**src/acsr_pkg.sv**
```systemverilog
// package for the audio configuration shadow register bank
package acsr_pkg;
	localparam int WORD_W = 16;
	localparam int SYNC_W = 3;
	// serial control word layout, as clocked in msb first
	localparam int CTRL_W = 8;
	localparam int CTRL_PWR_BIT = 7;
	localparam int CTRL_LDA_BIT = 1;
	localparam int CTRL_LDB_BIT = 0;
	localparam int FRAME_W = 24;
	localparam logic [4:0] FRAME_BITS = 5'h18;
	// second word field positions
	localparam int B_AGC_PD = 0;
	localparam int B_FLT_PD = 1;
	localparam int B_RATE_LO = 2;
	localparam int B_FLT_SRC = 4;
	localparam int B_MIXB_LO = 5;
	localparam int B_MIXA_LO = 7;
	localparam int B_MIXA_SRC_LO = 9;
	localparam int B_ATTEN_LO = 11;
	localparam int B_LVL_SRC_LO = 14;
	localparam logic [1:0] MIX_PWRDN = 2'h3;
	localparam logic [1:0] SRC_UNUSED = 2'h3;
	localparam logic [15:0] WORD_RST = 16'h0000;
	typedef enum logic [1:0] {
		ACSR_IDLE = 2'b00,
		ACSR_SHIFT = 2'b01,
		ACSR_DONE = 2'b10
	} acsr_state_t;
endpackage

```
**src/acsr_sync.sv**
```systemverilog
// three-stage input synchroniser with agreement filter
`timescale 1ns/1ps
`default_nettype none
module acsr_sync #(
	// level held through reset, matching the pin's idle level
	parameter logic RST_LEVEL = 1'b0
) (
	// clock and reset
	input wire logic i_clock,
	input wire logic i_rstn,
	// pin in, filtered level out
	input wire logic i_pin,
	output logic o_level
);
	logic [2:0] stage_q;
	logic [2:0] stage_d;
	logic level_q;
	logic level_d;
	always_comb begin
		stage_d = {stage_q[1:0], i_pin};
		// stage 0 feeds only stage 1
		level_d = (stage_q[1] == stage_q[2]) ? stage_q[2] : level_q;
	end
	always_ff @(posedge i_clock or negedge i_rstn) begin
		if (!i_rstn) begin
			// a wrong reset level would show a false edge after reset
			stage_q <= {3{RST_LEVEL}};
			level_q <= RST_LEVEL;
		end else begin
			stage_q <= stage_d;
			level_q <= level_d;
		end
	end
	assign o_level = level_q;
endmodule
`default_nettype wire

```
**src/acsr_top.sv**
```systemverilog
// shadowed audio configuration words loaded over a serial link
`timescale 1ns/1ps
`default_nettype none
module acsr_top (
	// clock and reset
	input wire logic i_clock,
	input wire logic i_rstn,
	// serial link pins
	input wire logic i_sclk,
	input wire logic i_ss_n,
	input wire logic i_mosi,
	// live settings
	output logic o_power_up_bit,
	output logic [15:0] o_audio_config_word_a,
	output logic [15:0] o_audio_config_word_b,
	output logic o_gain_ctrl_amp_powerdown,
	output logic o_filter_powerdown,
	output logic [1:0] o_rate_sel,
	output logic o_filter_src_array,
	output logic [1:0] o_mixer_b_ctrl,
	output logic [1:0] o_mixer_a_ctrl,
	output logic [1:0] o_mixer_a_source,
	output logic o_mixer_a_source_unused,
	output logic [2:0] o_attenuation,
	output logic [1:0] o_level_ctrl_source
);
	logic sclk_s;
	logic ss_n_s;
	logic mosi_s;
	acsr_sync u_sync_sclk (
		.i_clock(i_clock),
		.i_rstn(i_rstn),
		.i_pin(i_sclk),
		.o_level(sclk_s)
	);
	// select idles high: reset there so no phantom frame opens
	acsr_sync #(
		.RST_LEVEL(1'b1)
	) u_sync_ss (
		.i_clock(i_clock),
		.i_rstn(i_rstn),
		.i_pin(i_ss_n),
		.o_level(ss_n_s)
	);
	acsr_sync u_sync_mosi (
		.i_clock(i_clock),
		.i_rstn(i_rstn),
		.i_pin(i_mosi),
		.o_level(mosi_s)
	);

	// frame capture
	acsr_pkg::acsr_state_t state_q, state_d;
	logic sclk_prev_q, sclk_prev_d;
	logic [23:0] shift_q, shift_d;
	logic [4:0] count_q, count_d;
	logic sclk_rise;
	// mosi passes the same delay as sclk, so sampling stays aligned
	assign sclk_rise = sclk_s && !sclk_prev_q;

	always_comb begin
		state_d = state_q;
		shift_d = shift_q;
		count_d = count_q;
		sclk_prev_d = sclk_s;
		case (state_q)
			acsr_pkg::ACSR_IDLE: begin
				count_d = 5'h00;
				if (!ss_n_s) begin
					state_d = acsr_pkg::ACSR_SHIFT;
				end
			end
			acsr_pkg::ACSR_SHIFT: begin
				if (ss_n_s) begin
					state_d = acsr_pkg::ACSR_DONE;
				end else if (sclk_rise && count_q != acsr_pkg::FRAME_BITS) begin
					shift_d = {shift_q[22:0], mosi_s};
					count_d = count_q + 5'h01;
				end
			end
			acsr_pkg::ACSR_DONE: begin
				state_d = acsr_pkg::ACSR_IDLE;
			end
			default: begin
				state_d = acsr_pkg::ACSR_IDLE;
			end
		endcase
	end

	always_ff @(posedge i_clock or negedge i_rstn) begin
		if (!i_rstn) begin
			state_q <= acsr_pkg::ACSR_IDLE;
			sclk_prev_q <= 1'b0;
			shift_q <= 24'h000000;
			count_q <= 5'h00;
		end else begin
			state_q <= state_d;
			sclk_prev_q <= sclk_prev_d;
			shift_q <= shift_d;
			count_q <= count_d;
		end
	end

	// register bank
	logic [7:0] ctrl;
	logic [15:0] data;
	logic frame_ok;
	logic [15:0] hold_q, hold_d;
	logic [15:0] word_a_q, word_a_d;
	logic [15:0] word_b_q, word_b_d;
	logic pwr_q, pwr_d;
	assign ctrl = shift_q[23:16];
	assign data = shift_q[15:0];
	// short frames are dropped whole
	assign frame_ok = (state_q == acsr_pkg::ACSR_DONE)
		&& (count_q == acsr_pkg::FRAME_BITS);

	always_comb begin
		hold_d = hold_q;
		word_a_d = word_a_q;
		word_b_d = word_b_q;
		pwr_d = pwr_q;
		// accepted regardless of power state
		if (frame_ok) begin
			pwr_d = ctrl[acsr_pkg::CTRL_PWR_BIT];
			if (ctrl[acsr_pkg::CTRL_LDA_BIT]) begin
				hold_d = data;
			end
			if (ctrl[acsr_pkg::CTRL_LDB_BIT]) begin
				word_b_d = data;
				// same-frame a and b load: holding value predates this frame
				word_a_d = hold_q;
			end
		end
	end

	always_ff @(posedge i_clock or negedge i_rstn) begin
		if (!i_rstn) begin
			hold_q <= acsr_pkg::WORD_RST;
			word_a_q <= acsr_pkg::WORD_RST;
			word_b_q <= acsr_pkg::WORD_RST;
			pwr_q <= 1'b0;
		end else begin
			hold_q <= hold_d;
			word_a_q <= word_a_d;
			word_b_q <= word_b_d;
			pwr_q <= pwr_d;
		end
	end

	// decoded outputs; powerdown flags and mixer controls forced to powered-down state while not powered up
	logic [15:0] eff_b;
	logic pdn;
	logic gpd_q, fpd_q, fsrc_q, unused_q;
	logic [1:0] rate_q, mixb_q, mixa_q, asrc_q, lsrc_q;
	logic [2:0] att_q;
	logic gpd_d, fpd_d, fsrc_d, unused_d;
	logic [1:0] rate_d, mixb_d, mixa_d, asrc_d, lsrc_d;
	logic [2:0] att_d;
	assign eff_b = word_b_d;
	assign pdn = !pwr_d;

	always_comb begin
		gpd_d = eff_b[acsr_pkg::B_AGC_PD] | pdn;
		fpd_d = eff_b[acsr_pkg::B_FLT_PD] | pdn;
		rate_d = eff_b[acsr_pkg::B_RATE_LO +: 2];
		fsrc_d = eff_b[acsr_pkg::B_FLT_SRC];
		mixb_d = pdn ? acsr_pkg::MIX_PWRDN
			: eff_b[acsr_pkg::B_MIXB_LO +: 2];
		mixa_d = pdn ? acsr_pkg::MIX_PWRDN
			: eff_b[acsr_pkg::B_MIXA_LO +: 2];
		asrc_d = eff_b[acsr_pkg::B_MIXA_SRC_LO +: 2];
		unused_d = (asrc_d == acsr_pkg::SRC_UNUSED);
		att_d = eff_b[acsr_pkg::B_ATTEN_LO +: 3];
		lsrc_d = eff_b[acsr_pkg::B_LVL_SRC_LO +: 2];
	end

	always_ff @(posedge i_clock or negedge i_rstn) begin
		if (!i_rstn) begin
			gpd_q <= 1'b1;
			fpd_q <= 1'b1;
			rate_q <= 2'h0;
			fsrc_q <= 1'b0;
			mixb_q <= acsr_pkg::MIX_PWRDN;
			mixa_q <= acsr_pkg::MIX_PWRDN;
			asrc_q <= 2'h0;
			unused_q <= 1'b0;
			att_q <= 3'h0;
			lsrc_q <= 2'h0;
		end else begin
			gpd_q <= gpd_d;
			fpd_q <= fpd_d;
			rate_q <= rate_d;
			fsrc_q <= fsrc_d;
			mixb_q <= mixb_d;
			mixa_q <= mixa_d;
			asrc_q <= asrc_d;
			unused_q <= unused_d;
			att_q <= att_d;
			lsrc_q <= lsrc_d;
		end
	end

	assign o_power_up_bit = pwr_q;
	assign o_audio_config_word_a = word_a_q;
	assign o_audio_config_word_b = word_b_q;
	assign o_gain_ctrl_amp_powerdown = gpd_q;
	assign o_filter_powerdown = fpd_q;
	assign o_rate_sel = rate_q;
	assign o_filter_src_array = fsrc_q;
	assign o_mixer_b_ctrl = mixb_q;
	assign o_mixer_a_ctrl = mixa_q;
	assign o_mixer_a_source = asrc_q;
	assign o_mixer_a_source_unused = unused_q;
	assign o_attenuation = att_q;
	assign o_level_ctrl_source = lsrc_q;
endmodule
`default_nettype wire

```
**config.mk**
```make
export PLATFORM = sky130hd
export DESIGN_NAME = acsr_top
export DESIGN_NICKNAME = d
export VERILOG_FILES = /design/src/acsr_pkg.sv /design/src/acsr_sync.sv /design/src/acsr_top.sv
export SDC_FILE = /design/constraint.sdc
export NUM_CORES = 1
export LEC_CHECK = 0
export ABC_CLOCK_PERIOD_IN_PS = 2550
export BUFFER_PORTS_ARGS = -buffer_cell sky130_fd_sc_hd__buf_2
export CORE_MARGIN = 5
export CORE_UTILIZATION = 45
export CTS_CLUSTER_DIAMETER = 40
export DETAILED_ROUTE_END_ITERATION = 12
export GPL_ROUTABILITY_DRIVEN = 0
export GPL_TIMING_DRIVEN = 0
export PLACE_DENSITY = 0.76
export SYNTH_ARGS = -nofsm -noshare
export SYNTH_HDL_FRONTEND = slang
export SYNTH_SLANG_ARGS = --single-unit
```
**constraint.sdc**
```tcl
create_clock -name i_clock -period 2.55 [get_ports i_clock]
set_input_delay 0.1275 -clock i_clock [delete_from_list [all_inputs] [get_ports i_clock]]
set_output_delay 0.1275 -clock i_clock [all_outputs]
set_load 0.05 [all_outputs]
```
==> results of run 1 <==
[layout make-up]
| class | count | area share [%] |
|---|---|---|
| Tap cell | 108 | 2.90 |
| Buffer | 21 | 3.04 |
| Multi-Input combinational cell | 136 | 27.8 |
| Inverter | 4 | 0.322 |
| Sequential cell | 100 | 54.0 |
| Clock inverter | 6 | 1.72 |
| Timing Repair Buffer | 59 | 7.31 |
| Clock buffer | 10 | 2.95 |
[synthesized netlist by cell type, drive strengths merged, types with 3 or more instances]
cell type	n
nor2	3
a2bb2oi	4
dfstp	10
inv	4
mux2	72
maj3	3
a21o	3
mux2i	5
nor4b	3
nand3	5
buf	18
dfrtp	90
nand4	4
nand2	12
clkbuf	3
[power breakdown]
group,total [W],internal (W),leakage [nW],switching [W]
Sequential,0.00170,0.00164,1.33,0.0000605
Combinational,0.000138,0.0000647,0.974,0.0000737
Clock,0.00108,0.000499,0.107,0.000583
[cells by family after synthesis]
| kind of cell | synth area share, % |
|---|---|
| DFF | 63.4 |
| muxes | 21.8 |
| and+or+nand+nor | 6.63 |
| buffers and inverters | 3.94 |
| AOI/OAI and AO/OA | 2.81 |
| adders and majority gates | 1.39 |
[routing by layer]
metal  global-route usage (%)  up-vias
li1                         -     1061
met1                     18.8     1129
met2                     19.7       42
met3                     3.48        9
met4                     5.74        0
met5                        0        -
[stage by stage]
stage                     hold slack (ps)  cells
after global placement                234    423
final                                 213    444
after global routing                  233    444
after detailed placement             70.5    424
after floorplan                      -168    261
after CTS                             199    444
[how the worst min path moves through the flow]
stage	from	end	slack (ps)	cells after the start
final	i_rstn	u_sync_sclk.stage_q[2]	210	2
after global routing	i_rstn	u_sync_sclk.stage_q[1]	230	2
after CTS	i_rstn	u_sync_sclk.stage_q[0]	200	2
after detailed placement	i_rstn	u_sync_sclk.stage_q[0]	70	1
after global placement	i_ss_n	u_sync_ss.stage_q[0]	230	1
after floorplan	i_rstn	count_q[0]	-170	0
[critical path: cells and delay by family (launching register included)]
| kind | cells | cell delay (ps) |
|---|---|---|
| adder cells (fa/ha/maj) | 1 | 210 |
| multiplexers | 1 | 370 |
| buffers and inverters | 3 | 560 |
| AND/OR/NAND/NOR | 2 | 380 |
| flip-flops | 1 | 450 |
[sequential cells by signal, summed over array words and instances (netlist names), 2 cells and up]
| name | cells |
|---|---|
| u_sync_ss.stage_q | 3 |
| o_audio_config_word_a | 16 |
| o_attenuation | 2 |
| state_q | 2 |
| o_mixer_a_ctrl | 2 |
| o_audio_config_word_b | 10 |
| hold_q | 16 |
| o_level_ctrl_source | 2 |
| shift_q | 24 |
| u_sync_mosi.stage_q | 3 |
| u_sync_sclk.stage_q | 3 |
| count_q | 5 |
| o_mixer_b_ctrl | 2 |
[repair_timing]
action | 4_1_cts | 5_1_grt
hold buffers | 4 | 0
gates resized for setup | 0 | 0
endpoints found under the hold margin | 29 | 0
==> run metrics, run 1 <==
Max Slew Vio Count=0; Reg clk slew, reported paths=100 ps; Core ar.=around 8600 sq um; CP cell instances=inv_1 > ha_1 > and4b_1 > buf_2 > nand3_2 > buf_2 > mux2_2; Area growth syn-to-layout=17.5%; Max Cap Viol=0; wire length per cell=15.2 um; commonest non-fill, non-tap cell in the layout=dfrtp_1; Worst slew margin=slightly above 60%; Worst Tran Pin Value=~590 ps; HP Class=primary input to async pin; Cell Area, Placed=roughly 4400 sq um; wirelength, routed=slightly below 7 mm; Setup crit end=hold_q[6]; Leakage=roughly 2.4 nW; met2 WL=3.15 mm; clock latency on the worst-skew pair=370 ps; n_diodes=0; grt ovf=0; Post-Syn Area per Cell=15.2 sq um; total power per unit cell area=about 630 nW/um^2; part of the cycle the worst path needs=roughly 80%; Initial Utilization=between 40 and 50%; Die ar.=around 11000 sq um; DRT iter0 DRCs=between 80 and 90; H-tree levels=3; Tmin final=between 2000 and 2500 ps; port buffer count=54; Longest Clk Path Bufs=2; DRC viols=0; Synth area leader=dfrtp_1; Clock Sinks=100; Post-synth EDFFs=0; worst endpoint required time=2810 ps; Synth Cell Area=between 3000 and 4000 sq um; Netlist cell types=37; TritonCTS clock tree=yes; final setup margin=466 ps; die width=104 um; top sig layer=met4; wl on met1=approximately 3.2 mm; largest net degree at the start of global routing=between 70 and 80; Final setup violation count=0; DP Worst Slack=464 ps; initial antenna violation count=0; final net count=between 300 and 400; Critical Path Fanout Max=10; combined area of the multi-input logic cells=1290 sq um; first-pass GRT wire length=around 12 mm; hold violation count in the final report=0; die span in y=104 um; post-route cell area=between 4000 and 5000 sq um; HPWL after DPL=roughly 4.6 mm; r2r endpoint=hold_q[6]; Synth Flop Type=dfrtp_1; DR pass1 iterations=6; FILL cells=716; RSZ-0062 raised after global routing=no; vias in the first global route=2395; commonest non-fill, non-tap cells in the layout=90 x dfrtp_1, 71 x mux2_2, 58 x buf_2, 12 x buf_4, 12 x nand2_1; Synth Net Count=between 200 and 300; share of layout cells above drive strength 1=about 52%; source of the critical timing path=count_q[0]; status=completed; Core Util, Final=a little over half; Synth Warn #=0; IO Count=55; clock skew=11.0 ps; critical register-to-register path startpoint=count_q[0]; slowest stage cell, crit path=dfrtp_1; Yosys reg bits=100; peak supply drop=0.305 mV; top cells by area, synth=dfrtp_1 57%, mux2_2 20%, dfstp_2 6.6%, buf_4 2.1%, mux2i_1 1.3%; Seq. cell area=between 2000 and 3000 sq um; most used cell along the critical path=buf_2; Crit path largest cell delay=approximately 450 ps; FFs w/ async S/R, synth=100%; CTS buffer count=9; power consumption=roughly 0.0029 W; post-CTS setup buffer count=0; Via density=roughly 5.0; clock root cell=clkbuf_8; post-route ant nets=0; post-synth top area share=56.8%; DR vias=2241; Fin Setup TNS=0 ps; Cells after Synth=about 260; reg2reg setup slack=roughly 470 ps; FMAX=around 0.48 GHz; sequential cell area fraction in the yosys report=a little under two thirds; GR Util All Layers=13.4%; kind of end point of the critical path=flip-flop; Reg2Reg Depth=7; CP Launch Type=flip-flop; Rows=34; Worst EP arrival=roughly 2300 ps; kind of critical path=flip-flop to flip-flop; DR WL met3=289 um
Power figures use the tool's default switching activity.
==> run 2, diff against run 1 <==
--- a/config.mk
+++ b/config.mk
@@ -5,7 +5,7 @@
 export SDC_FILE = /design/constraint.sdc
 export NUM_CORES = 1
 export LEC_CHECK = 0
-export ABC_CLOCK_PERIOD_IN_PS = 2550
+export ABC_CLOCK_PERIOD_IN_PS = 2070
 export BUFFER_PORTS_ARGS = -buffer_cell sky130_fd_sc_hd__buf_2
 export CORE_MARGIN = 5
 export CORE_UTILIZATION = 45
==> constraint.sdc (replaced) <==
create_clock -name i_clock -period 2.07 [get_ports i_clock]
set_input_delay 0.1035 -clock i_clock [delete_from_list [all_inputs] [get_ports i_clock]]
set_output_delay 0.1035 -clock i_clock [all_outputs]
set_load 0.05 [all_outputs]
==> run 2 against run 1 <==
Compared with the run above: clock-buffer cell count unchanged; cell count down 0.23%; setup slack worse by 350 ps; critical path depth unchanged; die area unchanged; highest routed layer unchanged.
==> run metrics, run 2 (synthesis results as in run 1) <==
status=completed; delay-heaviest family, CP=buffers and inverters; Reg clk slew, reported paths=100 ps (about the same); final setup margin=120 ps (-346 ps); slowest stage cell, crit path=dfrtp_1; Initial Utilization=45.9% (unchanged); n_diodes=0 (unchanged); clock skew=12.2 ps (+1.30 ps); kind of critical path=flip-flop to flip-flop; Longest Clk Path Bufs=2 (unchanged); commonest non-fill, non-tap cell in the layout=dfrtp_1; power consumption=0.00360 W (+23%); peak supply drop=0.377 mV (+24%); Final setup violation count=0 (unchanged); clock latency on the worst-skew pair=370 ps (about the same); Via density=5.07 (+0.36%); Tmin final=1950 ps (-134 ps); die span in y=104 um (unchanged); clock root cell=clkbuf_8; DRC viols=0 (unchanged); DP Worst Slack=-16.4 ps (-480 ps); Buffers & Inverters on Critical Path=3 (unchanged); Most flops, register=shift_q; hold violation count in the final report=0 (unchanged); max reg flops=24 (unchanged); Leakage=2.42 nW (about the same); part of the cycle the worst path needs=94.2% (+12 points); largest net degree at the start of global routing=75 (unchanged); worst endpoint required time=2320 ps (-490 ps); Crit path largest cell delay=440 ps (about the same); IO Count=55 (unchanged); Max Slew Vio Count=0 (unchanged); port buffer count=54 (unchanged); CP cell instances=inv_1 > ha_1 > and4b_1 > buf_2 > nand3_2 > clkbuf_4 > mux2_2; Rows=34 (unchanged); post-route cell area=4670 sq um (+0.24%); Worst slew margin=59.9% (-0.43 points); initial antenna violation count=0 (unchanged); hold slack=189 ps (-24.4 ps); total power per unit cell area=770 nW/um^2 (+23%); Worst Tran Pin Value=599 ps (+6.44 ps); vias in the first global route=2392 (-0.13%); wire length per cell=15.2 um (-0.49%); HPWL after DPL=4.57 mm (unchanged); grt ovf=0 (unchanged); TritonCTS clock tree=yes; first-pass GRT wire length=11.8 mm (-0.24%); Worst EP arrival=2200 ps (-140 ps); share of layout cells above drive strength 1=52.5% (+0.16 points); Core ar.=8640 sq um (unchanged); Area growth syn-to-layout=17.8%; Cell Area, Placed=4400 sq um (unchanged); CTS buffer count=9 (unchanged); CP Launch Type=flip-flop; DR vias=2244 (+0.13%); die width=104 um (unchanged); commonest non-fill, non-tap cells in the layout=89 x dfrtp_1, 71 x mux2_2, 54 x buf_2, 12 x buf_4, 12 x nand2_1; H-tree levels=3 (unchanged); RSZ-0062 raised after global routing=no; DR pass1 iterations=4 (-2); post-route ant nets=0 (unchanged); Die ar.=10800 sq um (unchanged); DRT iter0 DRCs=94 (+15%); HP Class=primary input to async pin; final net count=337 (-0.30%); kind of end point of the critical path=flip-flop; GR Util All Layers=13.4% (-0.027 points); wirelength, routed=6.71 mm (-0.71%); Max Cap Viol=0 (unchanged); FMAX=0.513 GHz (+6.9%); Clock Sinks=100 (unchanged); Critical Path Fanout Max=10 (unchanged)
==> run 2: cell count changes in the layout (fill, tap and decap cells not counted), sizes merged <==
| cell | before | now |
|---|---|---|
| buf | 73 | 69 |
| clkbuf | 13 | 16 |
==> run 2: final cells by class <==
| cell class | count | area [sq um] |
|---|---|---|
| repair buffers | 59 | 340 |
| plain buffers | 20 | 144 |
| fillers | 711 | 3970 |
| multi-input cells | 136 | 1300 |
| clock inverters | 6 | 80.1 |
| flip-flops and latches | 100 | 2520 |
| well taps | 108 | 135 |
| clock buffers | 10 | 138 |
| inverters | 4 | 15.0 |
==> run 2: power breakdown <==
part           switching, W  total (W)  internal, W
Combinational     0.0000912   0.000171    0.0000797
Clock              0.000716    0.00133     0.000615
Sequential        0.0000747    0.00210      0.00202
==> run 2: routing by layer <==
layer | routed length, um | GRT usage [%] | vias to the layer above | share of wire [%]
li1 | - | - | 1061 | -
met2 | 3150 | 19.7 | 39 | 47
met5 | 0 | 0 | - | 0
met4 | 119 | 5.74 | 0 | 1.8
met3 | 298 | 3.48 | 8 | 4.4
met1 | 3140 | 18.7 | 1136 | 47
==> run 2: worst register-to-register path, delay by kind of cell (launching register included) <==
kind / cells / cell delay (ps)
buffers and inverters: 3 / 490
DFF: 1 / 440
muxes: 1 / 360
and+or+nand+nor: 2 / 340
adders and majority gates: 1 / 190
==> run 2: per-stage QoR <==
| step | std cells | utilization, % | TNS, ps |
|---|---|---|---|
| 2_1_floorplan | 261 | - | 0 |
| 3_3_place_gp | 423 | 50.6 | -6110 |
| 3_5_place_dp | 424 | 51.0 | -105 |
| 4_1_cts | 443 | 53.9 | 0 |
| 5_1_grt | 443 | 54.1 | 0 |
| 6_report | 443 | 54.1 | 0 |
==> run 2: path summary, 6_finish.rpt <==
| check | from | endpoint | slack, ps | depth (start not counted) |
|---|---|---|---|---|
| hold reg to reg | u_sync_sclk.stage_q[0] | u_sync_sclk.stage_q[1] | 360 | 0 |
| max in group asynchronous | i_rstn | u_sync_ss.stage_q[0] | 1220 | 3 |
| hold / removal | i_rstn | u_sync_sclk.stage_q[2] | 190 | 2 |
| min in group i_clock | u_sync_sclk.stage_q[0] | u_sync_sclk.stage_q[1] | 360 | 0 |
| setup reg to reg | count_q[1] | o_audio_config_word_b[5] | 120 | 7 |
| setup / recovery | count_q[1] | o_audio_config_word_b[5] | 120 | 7 |
==> run 2: what timing repair did <==
item	CTS	global route
hold endpoints to repair	29	0
setup endpoints to repair	10	45
hold buffers	4	0
buffers inserted	0	0
gates resized for setup	0	5
